<file path="config.mk">
export PLATFORM = sky130hd
export DESIGN_NAME = gcr_gpio_cal
export DESIGN_NICKNAME = d
export VERILOG_FILES = /design/src/gcr_clk_div.v /design/src/gcr_gpio_cal.v
export VERILOG_INCLUDE_DIRS = /design/src
export SDC_FILE = /design/constraint.sdc
export NUM_CORES = 1
export LEC_CHECK = 0
export BUFFER_PORTS_ARGS = -buffer_cell sky130_fd_sc_hd__clkbuf_2
export CAP_MARGIN = 20
export CELL_PAD_IN_SITES_DETAIL_PLACEMENT = 0
export CELL_PAD_IN_SITES_GLOBAL_PLACEMENT = 1
export CORE_ASPECT_RATIO = 2
export CORE_UTILIZATION = 35
export DETAILED_ROUTE_END_ITERATION = 7
export MAX_ROUTING_LAYER = met4
export PLACE_DENSITY_LB_ADDON = 0.1
export SLEW_MARGIN = 20
export SYNTH_ARGS = -nofsm -noshare
export SYNTH_HDL_FRONTEND = slang
export SYNTH_SLANG_ARGS = --single-unit
</file>
<file path="constraint.sdc">
create_clock -name ref_clk -period 2.2 [get_ports ref_clk]
set_clock_uncertainty 0.1 [all_clocks]
set_input_delay 0.44 -clock ref_clk [delete_from_list [all_inputs] [get_ports ref_clk]]
set_output_delay 0.44 -clock ref_clk [all_outputs]
set_load 0.05 [all_outputs]
</file>
<file path="src/gcr_defines.vh">
// Purpose: shared constants of the pin control and calibration registers
// Assumes: register index times four gives the AHB-Lite byte address
// Notes:   definitions only, no logic
`ifndef GCR_DEFINES_VH
`define GCR_DEFINES_VH

// ----------------------------------------------------------------------
// register indices and byte addresses
// ----------------------------------------------------------------------
`define GCR_IDX_CLOCK_OUT 8'h02
`define GCR_IDX_PIN_CONTROL 8'h04
`define GCR_IDX_OFFSET_LOW 8'h05
`define GCR_IDX_OFFSET_MID 8'h06
`define GCR_IDX_OFFSET_HIGH 8'h07
`define GCR_IDX_GAIN_LOW 8'h08
`define GCR_IDX_GAIN_MID 8'h09
`define GCR_IDX_GAIN_HIGH 8'h0a
`define GCR_ADDR_SHIFT 2
`define GCR_ADDR_LSB_MASK 2'h0

// ----------------------------------------------------------------------
// field positions
// ----------------------------------------------------------------------
`define GCR_CLK_SEL_HI 6
`define GCR_CLK_SEL_LO 5
`define GCR_PIN_RSV7 7
`define GCR_PIN_RSV6 6
`define GCR_PIN_B_DIR 5
`define GCR_PIN_A_DIR 4
`define GCR_PIN_RSV3 3
`define GCR_PIN_RSV2 2
`define GCR_PIN_B_STATE 1
`define GCR_PIN_A_STATE 0

// ----------------------------------------------------------------------
// field encodings and reset values
// ----------------------------------------------------------------------
`define GCR_CLK_OFF 2'h0
`define GCR_CLK_DIV1 2'h1
`define GCR_CLK_DIV2 2'h2
`define GCR_CLK_DIV4 2'h3
`define GCR_CLK_SEL_RESET 2'h1
`define GCR_PIN_CONTROL_RESET 8'he0
`define GCR_HTRANS_NONSEQ 2'h2

`endif

</file>
<file path="src/gcr_clk_div.v">
// Purpose: divide-by-two and divide-by-four clock taps for the pin a output
// Assumes: runs on the converter input clock
// Notes:   both taps come straight from flip-flops, so they are glitch free

module gcr_clk_div (
  input wire ref_clk,
  input wire reset_n,
  output wire divBy2,
  output wire divBy4
);

  reg [1:0] divCount;

  // ----------------------------------------------------------------------
  // free-running two-bit counter
  // ----------------------------------------------------------------------
  // counter bits are the divided clocks themselves
  always @(posedge ref_clk or negedge reset_n) begin
    if (!reset_n) begin
      divCount <= 2'h0;
    end else begin
      divCount <= divCount + 2'h1;
    end
  end

  assign divBy2 = divCount[0];
  assign divBy4 = divCount[1];

endmodule

</file>
<file path="src/gcr_gpio_cal.v">
// Purpose: two-pin digital i/o port and calibration register bank
// Assumes: AHB-Lite single word transfers; pins settle outside our clock
// Notes:   calibration registers have no reset; the converter loads them
//
// Implementation choice: the AHB-Lite interface to the registers.

`include "gcr_defines.vh"

// Functional notes
// RL1 - pin b direction: 0 output, 1 input
// RL2 - pin a direction: 0 output, 1 input
// RL3 - pin b state reads actual pin level
// RL4 - pin b output: write sets driven level
// RL5 - pin b input: state write ignored
// RL6 - pin a input: state reads pin level
// RL7 - pin a input: state write no effect
// RL8 - pin a output, clock off: write drives
// RL9 - pin a output, clock on: carries clock
// RL10 - offset correction in three byte registers
// RL11 - gain correction in three byte registers
// RL12 - calibration registers not reset to constants
// RL13 - clock select: off, /1, /2, /4
// RL14 - software writes reserved bits as documented
module gcr_gpio_cal (
  input wire ref_clk,
  input wire reset_n,
  // ahb-lite slave
  input wire hsel,
  input wire [7:0] haddr,
  input wire [1:0] htrans,
  input wire hwrite,
  input wire [2:0] hsize,
  input wire [31:0] hwdata,
  input wire hready,
  output reg hreadyout,
  output reg hresp,
  output reg [31:0] hrdata,
  // converter calibration load
  input wire calLoad,
  input wire [23:0] calOffset,
  input wire [23:0] calGain,
  output reg [23:0] offsetCorrection,
  output reg [23:0] gainCorrection,
  // pin a, shared with clock output
  input wire gpioPinAClockOutIn,
  output wire gpioPinAClockOut,
  output reg gpioPinAClockOutOe,
  // pin b
  input wire gpioPinBIn,
  output reg gpioPinBOut,
  output reg gpioPinBOe
);

  // ----------------------------------------------------------------------
  // declarations
  // ----------------------------------------------------------------------
  reg [1:0] clkSel;
  reg [1:0] pinRsvHigh;
  reg [1:0] pinRsvLow;
  reg pinBDirection;
  reg pinADirection;
  reg pinAState;
  reg pinBState;
  reg pinASync1;
  reg pinASync2;
  reg pinBSync1;
  reg pinBSync2;
  reg writePending;
  reg [5:0] writeIndex;
  reg readPending;
  reg [5:0] readIndex;
  reg pinADrive;
  reg clkPassThrough;
  reg [7:0] next_readByte;
  wire addrPhase;
  wire [5:0] addrIndex;
  wire addrAligned;
  wire [7:0] wrByte;
  wire divBy2;
  wire divBy4;
  wire pinAWriteOk;
  wire pinBWriteOk;

  // ----------------------------------------------------------------------
  // reset images
  // ----------------------------------------------------------------------
  // pin control whole-register image, sliced per field, and clock select field constant, so each field resets to
  // exactly the bits the register shows after reset, except the two state bits, which read the pin levels
  localparam [7:0] PIN_RESET = `GCR_PIN_CONTROL_RESET;
  localparam [1:0] CLK_RESET = `GCR_CLK_SEL_RESET;

  // ----------------------------------------------------------------------
  // helpers
  // ----------------------------------------------------------------------
  // register index from a byte address
  function [5:0] regIndex;
    input [7:0] addr;
    begin
      regIndex = addr[7:2];
    end
  endfunction

  // true when a latched index selects the given register
  function isReg;
    input [5:0] idx;
    input [7:0] regIdx;
    begin
      isReg = (idx == regIdx[5:0]);
    end
  endfunction

  // ----------------------------------------------------------------------
  // clock divider
  // ----------------------------------------------------------------------
  gcr_clk_div u_clk_div (
    .ref_clk(ref_clk),
    .reset_n(reset_n),
    .divBy2(divBy2),
    .divBy4(divBy4)
  );

  // ----------------------------------------------------------------------
  // pin synchronisers
  // ----------------------------------------------------------------------
  // pins change with no regard to our clock, so two flops each
  always @(posedge ref_clk or negedge reset_n) begin
    if (!reset_n) begin
      pinASync1 <= 1'b0;
      pinASync2 <= 1'b0;
      pinBSync1 <= 1'b0;
      pinBSync2 <= 1'b0;
    end else begin
      pinASync1 <= gpioPinAClockOutIn;
      pinASync2 <= pinASync1;
      pinBSync1 <= gpioPinBIn;
      pinBSync2 <= pinBSync1;
    end
  end

  // ----------------------------------------------------------------------
  // bus address phase
  // ----------------------------------------------------------------------
  // a transfer is taken only when the bus is ready
  assign addrPhase = hsel & hready & (htrans == `GCR_HTRANS_NONSEQ);
  assign addrIndex = regIndex(haddr);
  assign addrAligned = (haddr[1:0] == `GCR_ADDR_LSB_MASK);
  assign wrByte = hwdata[7:0];

  // writes complete with no wait; reads take one wait state so the
  // read mux sees a write that finished in the same edge
  always @(posedge ref_clk or negedge reset_n) begin
    if (!reset_n) begin
      writePending <= 1'b0;
      writeIndex <= 6'h00;
      readPending <= 1'b0;
      readIndex <= 6'h00;
      hreadyout <= 1'b1;
      hresp <= 1'b0;
      hrdata <= 32'h00000000;
    end else begin
      // hresp is never raised: every transfer is okay
      hresp <= 1'b0;
      writePending <= addrPhase & hwrite & addrAligned;
      if (addrPhase) begin
        writeIndex <= addrIndex;
        readIndex <= addrIndex;
      end
      if (addrPhase && !hwrite) begin
        readPending <= 1'b1;
        hreadyout <= 1'b0;
      end else if (readPending) begin
        readPending <= 1'b0;
        hreadyout <= 1'b1;
        hrdata <= {24'h000000, next_readByte};
      end else begin
        hreadyout <= 1'b1;
      end
    end
  end

  // ----------------------------------------------------------------------
  // read mux
  // ----------------------------------------------------------------------
  // unmapped addresses read as zero
  always @* begin
    next_readByte = 8'h00;
    // index widened to the width of the register index constants
    case ({2'h0, readIndex})
      `GCR_IDX_CLOCK_OUT: begin
        next_readByte[`GCR_CLK_SEL_HI:`GCR_CLK_SEL_LO] = clkSel;
      end
      `GCR_IDX_PIN_CONTROL: begin
        next_readByte[`GCR_PIN_RSV7:`GCR_PIN_RSV6] = pinRsvHigh;
        next_readByte[`GCR_PIN_B_DIR] = pinBDirection;
        next_readByte[`GCR_PIN_A_DIR] = pinADirection;
        next_readByte[`GCR_PIN_RSV3:`GCR_PIN_RSV2] = pinRsvLow;
        // RL3 pin b level
        next_readByte[`GCR_PIN_B_STATE] = pinBSync2;
        // RL6 pin a level
        next_readByte[`GCR_PIN_A_STATE] = pinASync2;
      end
      // RL10 offset byte order
      `GCR_IDX_OFFSET_LOW: begin
        next_readByte = offsetCorrection[7:0];
      end
      `GCR_IDX_OFFSET_MID: begin
        next_readByte = offsetCorrection[15:8];
      end
      `GCR_IDX_OFFSET_HIGH: begin
        next_readByte = offsetCorrection[23:16];
      end
      // RL11 gain byte order
      `GCR_IDX_GAIN_LOW: begin
        next_readByte = gainCorrection[7:0];
      end
      `GCR_IDX_GAIN_MID: begin
        next_readByte = gainCorrection[15:8];
      end
      `GCR_IDX_GAIN_HIGH: begin
        next_readByte = gainCorrection[23:16];
      end
      default: begin
        next_readByte = 8'h00;
      end
    endcase
  end

  // ----------------------------------------------------------------------
  // control registers
  // ----------------------------------------------------------------------
  // state writes are gated by the direction held before the write
  // RL5 pin b input ignores
  assign pinBWriteOk = ~pinBDirection;
  // RL7 pin a input ignores
  assign pinAWriteOk = ~pinADirection & (clkSel == `GCR_CLK_OFF);

  always @(posedge ref_clk or negedge reset_n) begin
    if (!reset_n) begin
      clkSel <= CLK_RESET;
      pinRsvHigh <= PIN_RESET[`GCR_PIN_RSV7:`GCR_PIN_RSV6];
      // RL1 input after reset
      pinBDirection <= PIN_RESET[`GCR_PIN_B_DIR];
      pinADirection <= PIN_RESET[`GCR_PIN_A_DIR];
      pinRsvLow <= PIN_RESET[`GCR_PIN_RSV3:`GCR_PIN_RSV2];
      pinBState <= PIN_RESET[`GCR_PIN_B_STATE];
      pinAState <= PIN_RESET[`GCR_PIN_A_STATE];
    end else if (writePending) begin
      if (isReg(writeIndex, `GCR_IDX_CLOCK_OUT)) begin
        clkSel <= wrByte[`GCR_CLK_SEL_HI:`GCR_CLK_SEL_LO];
      end
      if (isReg(writeIndex, `GCR_IDX_PIN_CONTROL)) begin
        // RL14 reserved bits kept
        pinRsvHigh <= wrByte[`GCR_PIN_RSV7:`GCR_PIN_RSV6];
        pinRsvLow <= wrByte[`GCR_PIN_RSV3:`GCR_PIN_RSV2];
        // RL1 pin b direction
        pinBDirection <= wrByte[`GCR_PIN_B_DIR];
        // RL2 pin a direction
        pinADirection <= wrByte[`GCR_PIN_A_DIR];
        // RL4 pin b level
        if (pinBWriteOk) begin
          pinBState <= wrByte[`GCR_PIN_B_STATE];
        end
        // RL8 pin a level
        if (pinAWriteOk) begin
          pinAState <= wrByte[`GCR_PIN_A_STATE];
        end
      end
    end
  end

  // ----------------------------------------------------------------------
  // calibration registers
  // ----------------------------------------------------------------------
  // RL12 no reset value
  // the converter's load wins over a bus write in the same edge
  // until the first load or write these read back as unknown
  always @(posedge ref_clk) begin
    if (calLoad) begin
      offsetCorrection <= calOffset;
      gainCorrection <= calGain;
    end else if (writePending) begin
      // RL10 offset bytes
      if (isReg(writeIndex, `GCR_IDX_OFFSET_LOW)) begin
        offsetCorrection[7:0] <= wrByte;
      end
      if (isReg(writeIndex, `GCR_IDX_OFFSET_MID)) begin
        offsetCorrection[15:8] <= wrByte;
      end
      if (isReg(writeIndex, `GCR_IDX_OFFSET_HIGH)) begin
        offsetCorrection[23:16] <= wrByte;
      end
      // RL11 gain bytes
      if (isReg(writeIndex, `GCR_IDX_GAIN_LOW)) begin
        gainCorrection[7:0] <= wrByte;
      end
      if (isReg(writeIndex, `GCR_IDX_GAIN_MID)) begin
        gainCorrection[15:8] <= wrByte;
      end
      if (isReg(writeIndex, `GCR_IDX_GAIN_HIGH)) begin
        gainCorrection[23:16] <= wrByte;
      end
    end
  end

  // ----------------------------------------------------------------------
  // pin drivers
  // ----------------------------------------------------------------------
  // RL13 clock select decode
  always @(posedge ref_clk or negedge reset_n) begin
    if (!reset_n) begin
      pinADrive <= 1'b0;
      clkPassThrough <= 1'b0;
      gpioPinAClockOutOe <= 1'b0;
      gpioPinBOut <= 1'b0;
      gpioPinBOe <= 1'b0;
    end else begin
      // RL9 clock owns pin a
      clkPassThrough <= (clkSel == `GCR_CLK_DIV1);
      // divided taps pass one more flop so the pin never glitches
      case (clkSel)
        `GCR_CLK_DIV2: begin
          pinADrive <= divBy2;
        end
        `GCR_CLK_DIV4: begin
          pinADrive <= divBy4;
        end
        `GCR_CLK_OFF: begin
          pinADrive <= pinAState;
        end
        default: begin
          pinADrive <= 1'b0;
        end
      endcase
      // RL2 pin a enable
      gpioPinAClockOutOe <= ~pinADirection;
      // RL1 pin b enable
      gpioPinBOe <= ~pinBDirection;
      // RL4 pin b level
      gpioPinBOut <= pinBState;
    end
  end

  // the undivided clock cannot come from a flop, so it is muxed in
  assign gpioPinAClockOut = clkPassThrough ? ref_clk : pinADrive;

endmodule

</file>
==> metrics.cfg <==
[global_route]
grt_pass1_vias=3269
grt_pass1_wl_mm=17.28
overflow=0
grt_max_degree=44
antenna_found_initial=0
grt_usage_pct=20.43

[timing]
rsz0062_at_grt=no
worst_slack_ps=11.67
hold_violations=0
max_slew.worst_pin.slew_ps=528.6
slew_headroom_pct=64.73
finalSetupTns_ps=0
finalSetupViolations=0
slew_viol_final=0

[synth]
synth_area_leaders=edfxtp_1 36%, dfrtp_1 20%, nand2_1 10%
yosys.area.top_type_share_pct=35.72
yosysMostFrequentCell=nand2_1
yosys_warnings=0
synthArstFlopShare_pct=44.19
synth_flop_cell=edfxtp_1
synth_area_mm2=0.004035
ys_seq_area_share_pct=59.44
ys_types=42
syn_inst=358
syn_avg_cell_area_um2=11.27
synth_edf_count=48
yosys_register_bits=86
synth_top_cell_by_area=edfxtp_1
synth_commonest_cells=108 x nand2_1, 48 x edfxtp_1, 33 x dfrtp_1

[power_and_ir_drop]
switchingPower_w=0.001525
p_sw_share_pct=30.63
p_leak_nw=2.574
p_int_w=0.003454
powerDensity_mw_per_mm2=946.2
seqPwrFrac_pct=39.4
ir_drop_mv=0.5414
combPwrFrac_pct=21.9
clkPwrFrac_pct=38.7

[placement]
gp_congestion=0.8408
port_buffers=134
post-place-ws_ps=91.02
dp_hpwl_mm=8.889
placed_cell_area_mm2=0.004832
placed_cells_incl_taps=630

[run_status]
status=complete, no violations

[critical_path]
rr_worst_depth=5
worstPathMaxFanout=2
worstReg2RegEnd=pinAState
crit_path_start_kind=clock port
reg2reg_slack_ps=210
critPathArrivalTime_ps=1650
worst_setup_path_end_kind=output pin
r2r_start=readIndex[5]
crit_type=clk2out
cp.required_ps=1660

[clock_tree]
post-cts-setup-buffers=0
worstSkewPairLatency_ps=450
cts_tree=yes
path_clk_slew_ps=60

[flow_run]
cap_viol_max_count=0

[die]
core_mm2=0.01129
die_x_um=77.93
pin_count=187
die_h_um=153.9
rows=55
die-area_mm2=0.01199
start_util_pct=35.75

[layout]
fin_area_mm2=0.005263
utilization_pct=46.63
n_antenna_cell=0
syn_to_final_growth_pct=30.42
drive_above_1_share_pct=38.78
fin_cells=650
final_nets=604

[detailed_routing]
antenna_left=0
drtPass1Iterations=5
first_iter_violations=136
vias_per_cell=4.777
routed_wl_mm=11.32
via_count=3105
routedWlPerCell_um=17.42
drc=0

[worst_hold_path]
whs_endpoint=pinBSync1
hold_depth=1
hold_path.class=in2reg
hold_start=gpioPinBIn

[power groups by stage]
stage | sequential (W) | combinational [W] | clock, W
2_1_floorplan | 0.00226 | 0.000507 | 0.0000250
3_3_place_gp | 0.00199 | 0.00109 | 0.0000288
3_5_place_dp | 0.00199 | 0.00110 | 0.0000288
4_1_cts | 0.00196 | 0.00111 | 0.00196
5_1_grt | 0.00198 | 0.00117 | 0.00201
6_report | 0.00196 | 0.00109 | 0.00192
[cells in the final DEF, fill, tap and decap left out, types with 3 or more instances in the layout]
master and instances:
mux2_2 17, mux2i_1 6, a22o_1 8, edfxtp_1 48
a21o_1 4, o22ai_1 5, a31o_2 3, nand2_1 108
buf_4 14, o21ai_0 10, a221oi_1 3, inv_1 4
clkbuf_2 133, nor2b_1 3, a22oi_1 11, clkbuf_16 13
dfstp_2 5, nand2b_1 13, dfrtp_1 33, nor2_1 5
conb_1 25
[logic make-up (layout without fill, tap and decap cells)]
| family | Yosys count | in the layout | synth area share [%] |
|---|---|---|---|
| flops | 86 | 86 | 59.44 |
| buf+inv | 47 | 173 | 6.977 |
| other cells | 1 | 25 | 0.09293 |
| xor+xnor | 1 | 1 | 0.2171 |
| simple gates | 144 | 144 | 16.78 |
| compound gates | 54 | 54 | 9.706 |
| mux | 25 | 25 | 6.791 |
[critical path: stages]
cell and delay, ps:
clkbuf_16 110, mux2_4 260, clkbuf_16 170
[worst max-delay path by stage]
stage | startpoint | slack (ps) | end
floorplan | ref_clk | 190 | gpioPinAClockOut
global placement | ref_clk | 90 | gpioPinAClockOut
detailed placement | ref_clk | 90 | gpioPinAClockOut
CTS | ref_clk | 7 | gpioPinAClockOut
global route | ref_clk | 4 | gpioPinAClockOut
finish | ref_clk | 10 | gpioPinAClockOut
[through the flow]
stage,total power (W),hold WS (ps)
finish,0.004980,41.35
global route,0.005164,23.37
CTS,0.005026,33.76
detailed placement,0.003124,241.9
global placement,0.003115,235.7
floorplan,0.002796,44.41
[cell type report]
cell class                 count  area (um2)
clock buffer                  16       346.6
clock inverter                 3       65.06
fill                        1111        6023
inverter                       4       15.01
multi-input combinational    249        1449
sequential                    86        2399
tap                          142       177.7
timing repair buffer         150       810.8
[metal layers]
| layer | part of all wire (%) | up-vias | routed length (um) | GRT usage, % |
|---|---|---|---|---|
| met1 | 35 | 1477 | 3982 | 20.89 |
| met2 | 58 | 121 | 6569 | 37.97 |
| met5 | 0 | - | 0 | - |
| li1 | - | 1495 | - | - |
| met3 | 5.2 | 12 | 590 | 3.858 |
| met4 | 1.6 | 0 | 178 | 7.319 |
[state kept, by name, indices dropped and copies added (netlist names), 2 cells and up]
signal / count
gainCorrection: 24
pinRsvHigh: 2
readIndex: 6
hrdata: 8
pinRsvLow: 2
offsetCorrection: 24
u_clk_div.divCount: 2
clkSel: 2
[repair_timing]
item	CTS	global route
setup endpoints to repair	1	0
hold buffers	2	0
resized for setup	4	0
hold endpoints to repair	34	0
Note: power is estimated with default switching activity, not from simulation.
